[src/rtl/dmc_pkg.sv]
// package: register map, field layouts and types for one dma channel
package dmc_pkg;

    // register indices as printed; byte address is four times the index
    localparam logic [31:0] DMC_IDX_ITEM_INDEX = 32'h5000352E;
    localparam logic [31:0] DMC_IDX_SRC_LOW    = 32'h50003530;
    localparam logic [31:0] DMC_IDX_SRC_HIGH   = 32'h50003532;
    localparam logic [31:0] DMC_IDX_DST_LOW    = 32'h50003534;
    localparam logic [31:0] DMC_IDX_DST_HIGH   = 32'h50003536;
    localparam logic [31:0] DMC_IDX_IRQ_THRESH = 32'h50003538;
    localparam logic [31:0] DMC_IDX_XFER_LEN   = 32'h5000353A;
    localparam logic [31:0] DMC_IDX_CONTROL    = 32'h5000353C;
    localparam logic [31:0] DMC_IDX_IRQ_STATUS = 32'h50003540;
    localparam logic [31:0] DMC_IDX_IRQ_MASK   = 32'h50003541;

    // index bits that the decoder compares, taken from paddr[11:2]
    localparam int          DMC_DEC_W   = 10;
    localparam int          DMC_ADDR_LO = 2;

    // reset values
    localparam logic [15:0] DMC_RST_HALF   = 16'h0000;
    localparam logic [15:0] DMC_RST_CTRL   = 16'h0000;
    localparam logic [1:0]  DMC_RST_STATUS = 2'h0;
    localparam logic [1:0]  DMC_RST_MASK   = 2'h0;

    // interrupt status bit positions
    localparam int DMC_ST_THRESH = 0;
    localparam int DMC_ST_DONE   = 1;
    localparam int DMC_ST_W      = 2;

    // item size codes
    localparam logic [1:0] DMC_SIZE_BYTE = 2'h0;
    localparam logic [1:0] DMC_SIZE_HALF = 2'h1;
    localparam logic [1:0] DMC_SIZE_WORD = 2'h2;

    // address shift per size code
    localparam logic [1:0] DMC_SHIFT_BYTE = 2'h0;
    localparam logic [1:0] DMC_SHIFT_HALF = 2'h1;
    localparam logic [1:0] DMC_SHIFT_WORD = 2'h2;

    // control register layout, bit 15 down to bit 0
    typedef struct packed {
        logic [1:0] reserved;
        logic       req_edge;
        logic       init_fill;
        logic       idle_gap;
        logic [2:0] channel_rank;
        logic       circular;
        logic       src_addr_step_en;
        logic       dest_addr_step_en;
        logic       periph_trigger_sel;
        logic       irq_en;
        logic [1:0] item_size_sel;
        logic       chan_on;
    } dmc_ctrl_t;

    // one request toward the system bus
    typedef struct packed {
        logic        valid;
        logic        write;
        logic [1:0]  size;
        logic [31:0] addr;
        logic [31:0] wdata;
    } dmc_mem_req_t;

    // channel sequencer states, one-hot
    typedef enum logic [4:0] {
        DMC_S_IDLE  = 5'b00001,
        DMC_S_WAIT  = 5'b00010,
        DMC_S_READ  = 5'b00100,
        DMC_S_WRITE = 5'b01000,
        DMC_S_GAP   = 5'b10000
    } dmc_state_t;

endpackage

[src/rtl/dmc_channel.sv]
// single dma channel: apb register file, item sequencer and interrupt logic
//
// Contract
// - destination steps by item size when enabled
// - start at once, or wait per peripheral request
// - interrupt only while interrupt enable set
// - size code: byte, halfword, word; 11 reserved
// - enable off means idle; on starts transfer
// - read-only item index counts stored items
// - item index returns to zero at completion
// - address is start plus scaled index
// - 32-bit starts in writable 16-bit halves
// - threshold equals index before increment raises interrupt
// - length holds item count minus one
// - circular only when triggered; restarts itself
// - source steps by item size when enabled
// - three-bit rank offered to bus arbiter
// - request sense: level or rising edge
module dmc_channel
    import dmc_pkg::*;
#(
    parameter int ADDR_W = 12
) (
    input  wire logic               pclk,          // system clock, 40 MHz
    input  wire logic               presetn,       // async reset, active low
    input  wire logic               psel,          // apb select
    input  wire logic               penable,       // apb access phase
    input  wire logic               pwrite,        // apb direction, 1 = write
    input  wire logic [ADDR_W-1:0]  paddr,         // apb byte address
    input  wire logic [31:0]        pwdata,        // apb write data
    output logic      [31:0]        prdata,        // apb read data
    output logic                    pready,        // apb ready
    output logic                    pslverr,       // apb error, unmapped address
    output logic                    irq,           // level interrupt
    input  wire logic               periph_req,    // request from request mux
    output logic                    periph_ack,    // one-cycle pulse, request taken
    output logic [2:0]              channel_rank,  // rank toward the arbiter
    output logic                    bus_req,       // channel wants the bus
    input  wire logic               bus_grant,     // arbiter grants this channel
    output dmc_mem_req_t            mem_req,       // request toward memory
    input  wire logic               mem_ack,       // memory finished request
    input  wire logic [31:0]        mem_rdata,     // memory read data
    output logic                    chan_busy      // sequencer not idle
);

    // the decoder needs paddr[11:2]
    if (ADDR_W < DMC_DEC_W + DMC_ADDR_LO) begin : g_addr_w_chk
        $error("dmc_channel: ADDR_W too small for register decode");
    end

    // true when paddr selects the register with the given index
    function automatic logic addr_hit(input logic [ADDR_W-1:0] a, input logic [31:0] idx);
        addr_hit = (a[DMC_DEC_W+DMC_ADDR_LO-1:DMC_ADDR_LO] == idx[DMC_DEC_W-1:0])
                && (a[DMC_ADDR_LO-1:0] == '0);
    endfunction

    // byte offset of item idx for the given size code
    function automatic logic [31:0] item_offset(input logic [15:0] idx, input logic [1:0] sz);
        logic [31:0] wide;
        wide = {16'h0000, idx};
        unique case (sz)
            DMC_SIZE_BYTE: item_offset = wide << DMC_SHIFT_BYTE;
            DMC_SIZE_HALF: item_offset = wide << DMC_SHIFT_HALF;
            DMC_SIZE_WORD: item_offset = wide << DMC_SHIFT_WORD;
            default:       item_offset = wide << DMC_SHIFT_BYTE;   // reserved code
        endcase
    endfunction

    // registers
    logic [15:0]          src_low_r,  src_low_nxt;
    logic [15:0]          src_high_r, src_high_nxt;
    logic [15:0]          dst_low_r,  dst_low_nxt;
    logic [15:0]          dst_high_r, dst_high_nxt;
    logic [15:0]          thresh_r,   thresh_nxt;
    logic [15:0]          len_r,      len_nxt;
    logic [15:0]          index_r,    index_nxt;
    dmc_ctrl_t            ctrl_r,     ctrl_nxt;
    logic [DMC_ST_W-1:0]  status_r,   status_nxt;
    logic [DMC_ST_W-1:0]  mask_r,     mask_nxt;
    logic                 irq_r,      irq_nxt;
    logic [31:0]          prdata_r,   prdata_nxt;
    logic                 pready_r,   pready_nxt;
    logic                 pslverr_r,  pslverr_nxt;
    dmc_state_t           state_r,    state_nxt;
    dmc_mem_req_t         mem_r,      mem_nxt;
    logic [31:0]          data_r,     data_nxt;
    logic                 req_d1_r,   req_d1_nxt;
    logic                 edge_pend_r, edge_pend_nxt;
    logic                 ack_r,      ack_nxt;
    logic                 bus_req_r,  bus_req_nxt;
    logic                 busy_r,     busy_nxt;

    // combinational helpers
    logic [31:0] src_addr;
    logic [31:0] dst_addr;
    logic        req_seen;
    logic        mapped;
    logic        wr_commit;

    // item addresses from start plus scaled index
    always_comb begin
        src_addr = {src_high_r, src_low_r};
        dst_addr = {dst_high_r, dst_low_r};
        if (ctrl_r.src_addr_step_en) begin
            src_addr = src_addr + item_offset(index_r, ctrl_r.item_size_sel);
        end
        if (ctrl_r.dest_addr_step_en) begin
            dst_addr = dst_addr + item_offset(index_r, ctrl_r.item_size_sel);
        end
    end

    // request seen: raw level, or a latched rising edge
    assign req_seen = ctrl_r.req_edge ? edge_pend_r : periph_req;

    // address decode shared by read and write paths
    assign mapped = addr_hit(paddr, DMC_IDX_ITEM_INDEX) || addr_hit(paddr, DMC_IDX_SRC_LOW)
                 || addr_hit(paddr, DMC_IDX_SRC_HIGH)   || addr_hit(paddr, DMC_IDX_DST_LOW)
                 || addr_hit(paddr, DMC_IDX_DST_HIGH)   || addr_hit(paddr, DMC_IDX_IRQ_THRESH)
                 || addr_hit(paddr, DMC_IDX_XFER_LEN)   || addr_hit(paddr, DMC_IDX_CONTROL)
                 || addr_hit(paddr, DMC_IDX_IRQ_STATUS) || addr_hit(paddr, DMC_IDX_IRQ_MASK);

    // a write lands at the access edge where pready is high
    assign wr_commit = psel && penable && pready_r && pwrite && mapped;

    // next values of every register; bus writes first, hardware updates after
    always_comb begin
        src_low_nxt   = src_low_r;
        src_high_nxt  = src_high_r;
        dst_low_nxt   = dst_low_r;
        dst_high_nxt  = dst_high_r;
        thresh_nxt    = thresh_r;
        len_nxt       = len_r;
        index_nxt     = index_r;
        ctrl_nxt      = ctrl_r;
        status_nxt    = status_r;
        mask_nxt      = mask_r;
        state_nxt     = state_r;
        mem_nxt       = mem_r;
        data_nxt      = data_r;
        req_d1_nxt    = periph_req;
        edge_pend_nxt = edge_pend_r;
        ack_nxt       = 1'b0;
        prdata_nxt    = 32'h0000_0000;
        pready_nxt    = 1'b0;
        pslverr_nxt   = 1'b0;

        // setup phase: prepare the answer so the access phase needs no wait
        if (psel && !penable) begin
            pready_nxt  = 1'b1;
            pslverr_nxt = !mapped;
            if (addr_hit(paddr, DMC_IDX_ITEM_INDEX)) prdata_nxt[15:0] = index_r;
            if (addr_hit(paddr, DMC_IDX_SRC_LOW))    prdata_nxt[15:0] = src_low_r;
            if (addr_hit(paddr, DMC_IDX_SRC_HIGH))   prdata_nxt[15:0] = src_high_r;
            if (addr_hit(paddr, DMC_IDX_DST_LOW))    prdata_nxt[15:0] = dst_low_r;
            if (addr_hit(paddr, DMC_IDX_DST_HIGH))   prdata_nxt[15:0] = dst_high_r;
            if (addr_hit(paddr, DMC_IDX_IRQ_THRESH)) prdata_nxt[15:0] = thresh_r;
            if (addr_hit(paddr, DMC_IDX_XFER_LEN))   prdata_nxt[15:0] = len_r;
            if (addr_hit(paddr, DMC_IDX_CONTROL))    prdata_nxt[15:0] = ctrl_r;
            if (addr_hit(paddr, DMC_IDX_IRQ_STATUS)) prdata_nxt[DMC_ST_W-1:0] = status_r;
            if (addr_hit(paddr, DMC_IDX_IRQ_MASK))   prdata_nxt[DMC_ST_W-1:0] = mask_r;
        end

        // register writes; the item index has no write path
        if (wr_commit) begin
            if (addr_hit(paddr, DMC_IDX_SRC_LOW))    src_low_nxt  = pwdata[15:0];
            if (addr_hit(paddr, DMC_IDX_SRC_HIGH))   src_high_nxt = pwdata[15:0];
            if (addr_hit(paddr, DMC_IDX_DST_LOW))    dst_low_nxt  = pwdata[15:0];
            if (addr_hit(paddr, DMC_IDX_DST_HIGH))   dst_high_nxt = pwdata[15:0];
            if (addr_hit(paddr, DMC_IDX_IRQ_THRESH)) thresh_nxt   = pwdata[15:0];
            if (addr_hit(paddr, DMC_IDX_XFER_LEN))   len_nxt      = pwdata[15:0];
            if (addr_hit(paddr, DMC_IDX_CONTROL)) begin
                ctrl_nxt          = dmc_ctrl_t'(pwdata[15:0]);
                ctrl_nxt.reserved = 2'h0;                     // reserved bits read zero
            end
            if (addr_hit(paddr, DMC_IDX_IRQ_STATUS)) begin
                status_nxt = status_r & ~pwdata[DMC_ST_W-1:0];   // write one to clear
            end
            if (addr_hit(paddr, DMC_IDX_IRQ_MASK))   mask_nxt = pwdata[DMC_ST_W-1:0];
        end

        // latch rising edges while on; the set is applied after the clear
        if (state_r == DMC_S_WAIT && ctrl_r.req_edge && edge_pend_r) begin
            edge_pend_nxt = 1'b0;
        end
        if (periph_req && !req_d1_r && ctrl_r.chan_on && ctrl_r.req_edge) begin
            edge_pend_nxt = 1'b1;
        end

        // channel sequencer
        unique case (state_r)
            DMC_S_IDLE: begin
                if (ctrl_r.chan_on) begin
                    state_nxt = ctrl_r.periph_trigger_sel ? DMC_S_WAIT : DMC_S_READ;
                end
            end
            DMC_S_WAIT: begin
                // one item per accepted request
                if (req_seen) begin
                    ack_nxt   = 1'b1;
                    state_nxt = DMC_S_READ;
                end
            end
            DMC_S_READ: begin
                // fill mode fetches the source only for the first item
                if (ctrl_r.init_fill && index_r != 16'h0000 && !mem_r.valid) begin
                    state_nxt = DMC_S_WRITE;
                end else if (!mem_r.valid && bus_grant) begin
                    mem_nxt.valid = 1'b1;
                    mem_nxt.write = 1'b0;
                    mem_nxt.size  = ctrl_r.item_size_sel;
                    mem_nxt.addr  = src_addr;
                    mem_nxt.wdata = 32'h0000_0000;
                end else if (mem_r.valid && mem_ack) begin
                    mem_nxt.valid = 1'b0;
                    data_nxt      = mem_rdata;
                    state_nxt     = DMC_S_WRITE;
                end
            end
            DMC_S_WRITE: begin
                if (!mem_r.valid && bus_grant) begin
                    mem_nxt.valid = 1'b1;
                    mem_nxt.write = 1'b1;
                    mem_nxt.size  = ctrl_r.item_size_sel;
                    mem_nxt.addr  = dst_addr;
                    mem_nxt.wdata = data_r;
                end else if (mem_r.valid && mem_ack) begin
                    mem_nxt.valid = 1'b0;
                    // threshold compared against the index before it steps
                    if (thresh_r == index_r && ctrl_r.irq_en) begin
                        status_nxt[DMC_ST_THRESH] = 1'b1;
                    end
                    if (index_r == len_r) begin
                        index_nxt = 16'h0000;
                        if (ctrl_r.irq_en) begin
                            status_nxt[DMC_ST_DONE] = 1'b1;
                        end
                        if (ctrl_r.circular && ctrl_r.periph_trigger_sel) begin
                            state_nxt = DMC_S_WAIT;
                        end else begin
                            ctrl_nxt.chan_on = 1'b0;
                            state_nxt        = DMC_S_IDLE;
                        end
                    end else begin
                        index_nxt = index_r + 16'h0001;
                        if (ctrl_r.periph_trigger_sel) begin
                            state_nxt = DMC_S_WAIT;
                        end else if (ctrl_r.idle_gap) begin
                            state_nxt = DMC_S_GAP;
                        end else begin
                            state_nxt = DMC_S_READ;
                        end
                    end
                end
            end
            DMC_S_GAP: begin
                // one free bus cycle after each store for other masters
                state_nxt = DMC_S_READ;
            end
        endcase

        // switching the channel off parks it once no bus request is open
        if (!ctrl_r.chan_on && !mem_r.valid && state_r != DMC_S_IDLE) begin
            state_nxt     = DMC_S_IDLE;
            edge_pend_nxt = 1'b0;
        end

        bus_req_nxt = (state_nxt == DMC_S_READ) || (state_nxt == DMC_S_WRITE);
        busy_nxt    = (state_nxt != DMC_S_IDLE);
        irq_nxt     = |(status_nxt & mask_nxt);
    end

    // registers only
    always_ff @(posedge pclk or negedge presetn) begin
        if (!presetn) begin
            src_low_r   <= DMC_RST_HALF;
            src_high_r  <= DMC_RST_HALF;
            dst_low_r   <= DMC_RST_HALF;
            dst_high_r  <= DMC_RST_HALF;
            thresh_r    <= DMC_RST_HALF;
            len_r       <= DMC_RST_HALF;
            index_r     <= DMC_RST_HALF;
            ctrl_r      <= dmc_ctrl_t'(DMC_RST_CTRL);
            status_r    <= DMC_RST_STATUS;
            mask_r      <= DMC_RST_MASK;
            irq_r       <= 1'b0;
            prdata_r    <= 32'h0000_0000;
            pready_r    <= 1'b0;
            pslverr_r   <= 1'b0;
            state_r     <= DMC_S_IDLE;
            mem_r       <= '0;
            data_r      <= 32'h0000_0000;
            req_d1_r    <= 1'b0;
            edge_pend_r <= 1'b0;
            ack_r       <= 1'b0;
            bus_req_r   <= 1'b0;
            busy_r      <= 1'b0;
        end else begin
            src_low_r   <= src_low_nxt;
            src_high_r  <= src_high_nxt;
            dst_low_r   <= dst_low_nxt;
            dst_high_r  <= dst_high_nxt;
            thresh_r    <= thresh_nxt;
            len_r       <= len_nxt;
            index_r     <= index_nxt;
            ctrl_r      <= ctrl_nxt;
            status_r    <= status_nxt;
            mask_r      <= mask_nxt;
            irq_r       <= irq_nxt;
            prdata_r    <= prdata_nxt;
            pready_r    <= pready_nxt;
            pslverr_r   <= pslverr_nxt;
            state_r     <= state_nxt;
            mem_r       <= mem_nxt;
            data_r      <= data_nxt;
            req_d1_r    <= req_d1_nxt;
            edge_pend_r <= edge_pend_nxt;
            ack_r       <= ack_nxt;
            bus_req_r   <= bus_req_nxt;
            busy_r      <= busy_nxt;
        end
    end

    // outputs straight from flops
    assign prdata       = prdata_r;
    assign pready       = pready_r;
    assign pslverr      = pslverr_r;
    assign irq          = irq_r;
    assign periph_ack   = ack_r;
    assign channel_rank = ctrl_r.channel_rank;
    assign bus_req      = bus_req_r;
    assign mem_req      = mem_r;
    assign chan_busy    = busy_r;

endmodule

[config.mk]
export PLATFORM = sky130hd
export DESIGN_NAME = dmc_channel
export DESIGN_NICKNAME = d
export VERILOG_FILES = /design/src/rtl/dmc_pkg.sv /design/src/rtl/dmc_channel.sv
export SDC_FILE = /design/constraint.sdc
export NUM_CORES = 1
export LEC_CHECK = 0
export BUFFER_PORTS_ARGS = -buffer_cell sky130_fd_sc_hd__buf_2
export CAP_MARGIN = 10
export CORE_MARGIN = 2
export CORE_UTILIZATION = 55
export DETAILED_ROUTE_END_ITERATION = 8
export GPL_TIMING_DRIVEN = 0
export HOLD_SLACK_MARGIN = 0.08
export PLACE_DENSITY = 0.75
export SYNTH_ARGS = -nofsm -noshare
export SYNTH_HDL_FRONTEND = slang
export SYNTH_SLANG_ARGS = --single-unit
[constraint.sdc]
create_clock -name pclk -period 4.4 [get_ports pclk]
set_input_delay 0.88 -clock pclk [delete_from_list [all_inputs] [get_ports pclk]]
set_output_delay 0.88 -clock pclk [all_outputs]
set_load 0.03 [all_outputs]
Yosys cells after proc, flatten, opt, wreduce, memory -nomap -nowiden

Index checks and enable logic that the tools add are counted.

$add $sub $neg: 3
Equal/unequal tests: 26
Multiplexer cells: 62
Bitwise logic cells: 5
Reduce and logical (&&, ||, !) cells: 59

Operators by type and width:

| kind                                           | number |
|---|---|
| 2-to-1 mux 16 bit                              | 10 |
| one-hot mux 68 bit (2 select lines)            | 1 |
| 2-to-1 mux 67 bit                              | 2 |
| 2-to-1 mux 32 bit                              | 4 |
| == test 10 x 9 -> 1 bit, second input constant | 10 |
| 2-to-1 mux 68 bit                              | 1 |
| adder 32 bit                                   | 2 |
| 2-to-1 mux 5 bit                               | 11 |
| one-hot mux 18 bit (2 select lines)            | 1 |
| == test 16 bit                                 | 2 |
| logical AND 1 bit                              | 28 |
| one-hot mux 5 bit (5 select lines)             | 1 |
| 2-to-1 mux 1 bit                               | 20 |
| 2-to-1 mux 2 bit                               | 10 |
| adder 16 x 1 -> 16 bit, second input constant  | 1 |
| AND reduction 2 bit                            | 8 |
| nonzero test 16 bit                            | 1 |
| == test 5 x 3 -> 1 bit, second input constant  | 2 |
| == test 5 x 4 -> 1 bit, second input constant  | 2 |
| logical OR 1 bit                               | 10 |
| != test 5 x 1 -> 1 bit, second input constant  | 2 |
| AND reduction 4 bit                            | 2 |
| != test 2 bit, second input constant           | 3 |
| == test 5 x 1 -> 1 bit, second input constant  | 1 |
| 14 further kinds                               | 20 |

Bits in registers: 259
Bits of input ports: 84
Output and inout bits: 109
Word-level logic and storage cells: 191

Longest topological paths before layout

Gate-level depths: netlist of the first run.

Word-level depth: 20
Depth in mapped cells: 16
Depth with buffers taken out: 13

Least setup slack after synthesis of the first run

No wires, ideal clock.

Kind: register to register
Start: reg ctrl_r[1] in the netlist's numbering
End: reg mem_r, in the netlist mem_req[54]
Library setup time: 0.126 ns
Arrival time: 3.424 ns
Slack: 0.850 ns
Cell stages (with the launch flop): 14
Buffers on the path: 1
Path through: dfrtp_1 inv_1 ha_1 clkbuf_1 o21ai_0 fa_1 a211oi_1 o21ai_0 a211oi_1 o31ai_1 a21oi_1 nor2_1 xor2_1 a221o_1

Word-level cells in the longest chain between the ends: 8

RTL lines:

| what                                                           | RTL line           | text |
|---|---|---|
| start: declaration                                             | dmc_channel.sv:77  | `dmc_ctrl_t ctrl_r, ctrl_nxt;` |
| start signal: assignment                                       | dmc_channel.sv:282 | `ctrl_r <= dmc_ctrl_t'(DMC_RST_CTRL);` |
| start signal: assignment                                       | dmc_channel.sv:305 | `ctrl_r <= ctrl_nxt;` |
| == test 2 bit / == test 2 x 1 -> 1 bit (equally long branches) | dmc_channel.sv:61  | `unique case (sz)` |
| one-hot mux 18 bit (2 select lines) *                          | dmc_channel.sv:61  |  |
| 2-to-1 mux 32 bit                                              | dmc_channel.sv:104 | `if (ctrl_r.src_addr_step_en) begin` |
| adder 32 bit                                                   | dmc_channel.sv:105 | `src_addr = src_addr + item_offset(index_r, ctrl_r.item_size_sel);` |
| 2-to-1 mux 32 bit                                              | dmc_channel.sv:104 |  |
| 2-to-1 mux 67 bit                                              | dmc_channel.sv:207 | `end else if (!mem_r.valid && bus_grant) begin` |
| 2-to-1 mux 68 bit                                              | dmc_channel.sv:205 | `if (ctrl_r.init_fill && index_r != 16'h0000 && !mem_r.valid) begin` |
| one-hot mux 68 bit (2 select lines) *                          | dmc_channel.sv:190 | `unique case (state_r)` |
| end signal: assignment                                         | dmc_channel.sv:313 | `mem_r <= mem_nxt;` |
| end: declaration                                               | dmc_channel.sv:85  | `dmc_mem_req_t mem_r, mem_nxt;` |

Mark *: on every way between the ends. The rest lies on a longest branch, timed or not. The select of a mux whose other input is x is not followed.
A chain may end at the register's enable or synchronous reset.

Worst setup path after layout of the first run

Start: reg ctrl_r[1] in the netlist's numbering
End: reg mem_r, in the netlist mem_req[62]

Same word-level chain as after synthesis.

==> metrics, run 1 <==
DR vias/cell 6.29; Worst Tran Pin Value 0.920 ns; largest net degree at the start of global routing 101; reg2reg start ctrl_r[1]; total of warnings raised by yosys 0; worst hold path class primary input to async pin; Finished Cell Area 16900 µm²; Synth Area per Inst 10.5 µm²; first-pass GRT wire length 69200 µm; critical path type register to register; status finished clean; Lkg Pwr 0.00826 µW; P per Cell Area 296 nW/µm²; Iter 0 DRT Violations 1465; CP Launch Type register; die width 167 µm; Post-synth EDFFs 0; clk_skew 0.0150 ns; Syn Inst Count 1382; Total GRT Usage 0.317; Routed WL 43900 µm; asr flop ratio synth 1.00; VDD IR max 425 µV; count of cell types in the netlist 82; Max-Cap Viols 0; fraction of layout cells with a size suffix above 1 0.247; period utilisation layout 0.931; CP max FO 10; Tot Pwr 5010 µW; Worst-path clk slew 0.06 ns; sum of negative setup slack 0 ns; FF-to-FF setup slack 0.30 ns; # diodes 0; Slew Limit Headroom 0.385; CTS Hold Bufs 0; drc violations 0; vias in the first global route 11998; H-tree levels 1; Max Clock Freq 244 MHz; CTS buffer count 27; unrepaired setup endpoints after global routing yes; GPL Wtd Cong 0.942; Final Core Density 0.650; Cells after DPL 1894; Root Driver clkbuf_16; antenna violations before repair 0; Routed wire per std cell 22.6 µm; initial cell density of the core 0.560; via count 12226; IO Count 193; top_reg_cell synth dfrtp_1; PortBufs 160; worst path required time 4.84 ns; worst r2r path cells 14; nets 1715; Pins Over Slew Limit 0; final non-filler cell total 1945; DP Area 15900 µm²; CORE AREA 26000 µm²; Initial DRT Pass Iterations 7; post-DP HPWL 33200 µm; ANT nets after route 0; Clk Latency, worst-skew pair 0.56 ns; Worst EP arrival 4.54 ns; Seq/Total Area, Yosys 0.445; CP endpoint kind register; Filler cells 2124; Layout Area Growth over Synthesis 16.1%; Worst R2R End mem_req[62]; row count 59; Die H 167 µm; clk buf depth 3; final hold viol count 0; Setup-failing EPs final 0; min Tclk post-route 4.10 ns; CTS tree built; CTS Sinks 259; mapped cell area 14600 µm²; Yosys reg bits 259; Die Footprint 27800 µm²; Overflow after GRT 0
==> sequential cells by signal, indices dropped and copies added, names as in the netlist, 3 cells and up <==
name          flops
index_r          16
len_r            16
ctrl_r           11
mem_req          68
src_low_r        16
state_r           5
dst_high_r       16
prdata           16
channel_rank      3
src_high_r       16
thresh_r         16
dst_low_r        16
data_r           32
==> metrics by stage <==
stage	hold slack, ns	setup slack (ns)
2_1_floorplan	0.469	0.850
3_3_place_gp	0.458	-2.20
3_5_place_dp	0.458	-0.374
4_1_cts	0.289	0.0222
5_1_grt	0.319	-0.00430
6_report	0.271	0.302
==> what timing repair did <==
| action | CTS | global route |
|---|---|---|
| resized for setup | 4 | 13 |
| buffers inserted | 0 | 1 |
| endpoints found under the setup margin | 14 | 17 |
| pin swaps | 0 | 1 |
==> cell usage in the layout, fill, tap and decap left out, types with 7 or more instances in the layout <==
cell type and n:
conb_1 16, o21ai_1 10, ha_1 40, buf_1 7, and3_1 15, o211ai_1 14, a22o_1 37, mux2_4 17
or3_1 7, xnor2_1 49, a22oi_1 41, a21o_1 10, xor2_1 41, and2_1 8, clkbuf_16 27, nand2_1 116
inv_1 21, mux2_2 97, mux2_1 30, nor2b_1 8, nor3_1 8, nand4_1 17, nand2b_1 10, buf_2 165
nand3_1 33, o221ai_1 10, a222oi_1 18, buf_4 23, o22ai_1 7, clkbuf_1 59, a21oi_1 68, o21ai_0 85
dfrtp_1 258, nor2_1 70, clkbuf_8 7, mux2i_1 16, a211oi_1 9
==> layer usage <==
metal  part of all wire  GRT usage  vias up
met5                  0          0        -
met4              0.039      0.111        0
met3               0.10     0.0649      108
met2               0.45      0.493      592
met1               0.41      0.445     6029
li1                   -          -     5497
==> where the power goes <==
group	internal, µW	switching (µW)	total, µW
Combinational	44.6	116	160
Sequential	2380	0.664	2380
Clock	1480	984	2460
Total	3910	1100	5010
==> cell usage after synthesis, types with 7 or more instances <==
cell | number | share of area
a21o_1 | 10 | 0.0052
a211oi_1 | 10 | 0.0052
clkbuf_1 | 59 | 0.015
mux2_2 | 97 | 0.075
nor2b_1 | 8 | 0.0034
mux2_4 | 17 | 0.018
o211ai_1 | 14 | 0.0072
dfrtp_1 | 258 | 0.44
nand2_1 | 116 | 0.030
o221ai_1 | 10 | 0.0060
nand2b_1 | 10 | 0.0043
a222oi_1 | 18 | 0.012
buf_1 | 7 | 0.0018
nand4_1 | 17 | 0.0073
and2_1 | 8 | 0.0034
o22ai_1 | 7 | 0.0030
a21oi_1 | 70 | 0.024
nor2_1 | 70 | 0.018
nor3_1 | 8 | 0.0028
or3_1 | 7 | 0.0030
o21ai_0 | 91 | 0.031
nand3_1 | 33 | 0.011
ha_1 | 40 | 0.034
mux2_1 | 30 | 0.023
and3_1 | 15 | 0.0064
buf_4 | 22 | 0.011
a22oi_1 | 41 | 0.021
mux2i_1 | 16 | 0.011
xnor2_1 | 49 | 0.029
a22o_1 | 37 | 0.022
xor2_1 | 41 | 0.025
inv_1 | 21 | 0.0054
==> final cells by class <==
class,instances,area (µm²),share of cell area
Inverter,21,78.8,0.00466
Timing Repair Buffer,163,873,0.0517
Clock buffer,36,779,0.0461
Clock inverter,14,183,0.0108
Multi-Input combinational cell,1018,7580,0.449
Buffer,99,502,0.0297
Sequential cell,259,6480,0.384
Tap cell,335,419,0.0248
==> kinds of logic (layout without fill, tap and decap cells) <==
group | Yosys count | after routing | synth area share
buf+inv | 120 | 333 | 0.0397
mux | 160 | 160 | 0.127
simple gates | 337 | 337 | 0.121
compound gates | 372 | 372 | 0.175
xor+xnor | 91 | 91 | 0.0553
flops | 259 | 259 | 0.445
other cells | 1 | 16 | 0.000258
fa+ha+maj | 42 | 42 | 0.0371
==> worst max path at each step <==
stage	start	to	slack, ns
2_1_floorplan	ctrl_r[1]	mem_req[54]	0.85
3_3_place_gp	presetn	mem_req[61]	-2.20
3_5_place_dp	ctrl_r[1]	mem_req[54]	-0.37
4_1_cts	ctrl_r[2]	mem_req[62]	0.02
5_1_grt	ctrl_r[1]	mem_req[51]	-0.004
6_report	ctrl_r[1]	mem_req[62]	0.30
==> critical path, cell delays in order (launching register included) <==
cell and delay (ns):
dfrtp_1 0.49, inv_1 0.12, ha_1 0.37, clkbuf_1 0.39, o21ai_2 0.22, fa_1 0.49
a211oi_1 0.29, o21ai_0 0.25, a211oi_2 0.39, o31ai_1 0.16, a21oi_2 0.13, buf_4 0.17
nor2_1 0.06, xor2_1 0.14, a221o_1 0.30
Power figures use the tool's default switching activity.
==> inputs of run 2 (changes only) <==
--- a/config.mk
+++ b/config.mk
@@ -7,12 +7,13 @@
 export LEC_CHECK = 0
 export BUFFER_PORTS_ARGS = -buffer_cell sky130_fd_sc_hd__buf_2
 export CAP_MARGIN = 10
-export CORE_MARGIN = 2
 export CORE_UTILIZATION = 55
+export CTS_CLUSTER_DIAMETER = 200
 export DETAILED_ROUTE_END_ITERATION = 8
 export GPL_TIMING_DRIVEN = 0
 export HOLD_SLACK_MARGIN = 0.08
 export PLACE_DENSITY = 0.75
+export SKIP_CTS_REPAIR_TIMING = 1
 export SYNTH_ARGS = -nofsm -noshare
 export SYNTH_HDL_FRONTEND = slang
 export SYNTH_SLANG_ARGS = --single-unit
==> metrics, run 2 (synthesis gave the netlist of run 1 again) <==
status finished clean; net switching power 1080 µW; H-tree levels 1; GPL Wtd Cong 0.952; Die Footprint 27100 µm²; CTS Sinks 259; IO Count 193; row count 59; flip-flop count of the largest register after layout 68; antenna violations before repair 0; Iter 0 DRT Violations 1469; switching share of total power 0.218; die width 165 µm; PortBufs 160; min Tclk post-route 4.10 ns; commonest non-fill, non-tap cell in the layout dfrtp_1; reg2reg start ctrl_r[1]; most frequent cells in the layout 258 x dfrtp_1, 165 x buf_2, 116 x nand2_1; Max-Cap Viols 0; Initial DRT Pass Iterations 5; worst path required time 4.90 ns; post-DP HPWL 32900 µm; Layout Area Growth over Synthesis 16.0%; logic gate share of total power 0.032; critical path type register to register; Worst EP arrival 4.59 ns; Final Core Density 0.649; Int Pwr 3890 µW; Overflow after GRT 0; Max Clock Freq 244 MHz; FF-to-FF setup slack 0.30 ns; period utilisation layout 0.931; Total GRT Usage 0.326; Pins Over Slew Limit 0; Routed WL 43700 µm; largest net degree at the start of global routing 98; Crit-path slowest cell dfrtp_1; sum of negative setup slack 0 ns; CP endpoint kind register; Routed wire per std cell 22.5 µm; clk buf depth 3; Root Driver clkbuf_16; initial cell density of the core 0.560; Setup-failing EPs final 0; CP Launch Type register; clk_skew 0.0172 ns; drc violations 0; Worst R2R End mem_req[62]; Worst Tran Pin Value 0.978 ns; vias in the first global route 11699; worst r2r path cells 15; CP max FO 10; Slew Limit Headroom 0.343; DR vias/cell 6.31; final non-filler cell total 1943; VDD IR max 345 µV; first-pass GRT wire length 66800 µm; CP Cell Sequence inv_1 > ha_1 > clkbuf_1 > clkbuf_2 > a22oi_1 > o21ai_1 > ha_1 > o211ai_1 > o211ai_1 > a41oi_2 > nor3_4 > o21ai_1 > or3_1 > a21oi_1 > a221o_1; Filler cells 2098; Cells after DPL 1894; Worst-path clk slew 0.06 ns; fraction of layout cells with a size suffix above 1 0.243; Lkg Pwr 0.00825 µW; Slowest Stage Delay on Critical Path 0.47 ns; final hold viol count 0; CORE AREA 26000 µm²; nets 1716; P per Cell Area 295 nW/µm²; via count 12259; CTS tree built; ANT nets after route 0; Clk Latency, worst-skew pair 0.56 ns; Reg power frac 0.479; Die H 165 µm; unrepaired setup endpoints after global routing no; CTS buffer count 28; Clock power frac 0.489; worst hold path class primary input to async pin; # diodes 0
[run 2: cell types whose count changed in the layout (fill, tap and decap cells not counted), moves of 2 or more]
cell and change:
clkbuf_1 +3, clkbuf_8 -3, clkinv_2 -3, o21ai_2 -2
[run 2: final cells by class]
cell class | count | area, µm² | area share
Tap cell | 335 | 419 | 0.0248
Sequential cell | 259 | 6480 | 0.384
Multi-Input combinational cell | 1018 | 7570 | 0.449
Timing Repair Buffer | 163 | 873 | 0.0517
Inverter | 21 | 78.8 | 0.00467
Clock inverter | 10 | 168 | 0.00993
Buffer | 99 | 503 | 0.0298
Clock buffer | 38 | 778 | 0.0461
[run 2: per-layer routing]
layer,up-vias,track usage,share of wire
met5,-,0,0
met4,0,0.133,0.042
met3,122,0.0613,0.094
met2,627,0.498,0.45
met1,6006,0.457,0.41
li1,5504,-,-
[run 2: worst max-delay path by stage]
stage | from | endpoint | slack (ns) | cells after the start
floorplan | ctrl_r[1] | mem_req[54] | 0.85 | 13
global placement | presetn | mem_req[61] | -2.16 | 1
detailed placement | ctrl_r[1] | mem_req[54] | -0.18 | 15
CTS | ctrl_r[1] | mem_req[54] | -0.20 | 15
global route | ctrl_r[1] | mem_req[62] | 0.03 | 15
finish | ctrl_r[1] | mem_req[62] | 0.30 | 15
[run 2: power by group through the flow]
stage / combinational (µW) / sequential (µW) / clock, µW
final: 159 / 2380 / 2440
after floorplan: 45.2 / 2430 / 0
after global routing: 177 / 2380 / 2560
after CTS: 161 / 2380 / 2470
after global placement: 150 / 2430 / 0
after detailed placement: 161 / 2430 / 0
[run 2: critical path, delay by kind of cell (launching register included)]
family	cells	cell delay, ns
compound gates	8	1.80
buf+inv	3	0.67
simple gates	2	0.66
flops	1	0.47
fa+ha+maj	2	0.45
[run 2: stage by stage]
| stage | area, µm² | hold WS, ns | setup slack, ns | power (µW) |
|---|---|---|---|---|
| floorplan | 14600 | 0.469 | 0.850 | 2480 |
| finish | 16900 | 0.312 | 0.304 | 4980 |
| global route | 16900 | 0.386 | 0.0319 | 5120 |
| global placement | 15800 | 0.459 | -2.16 | 2580 |
| CTS | 16800 | 0.354 | -0.201 | 5010 |
| detailed placement | 15900 | 0.471 | -0.179 | 2590 |
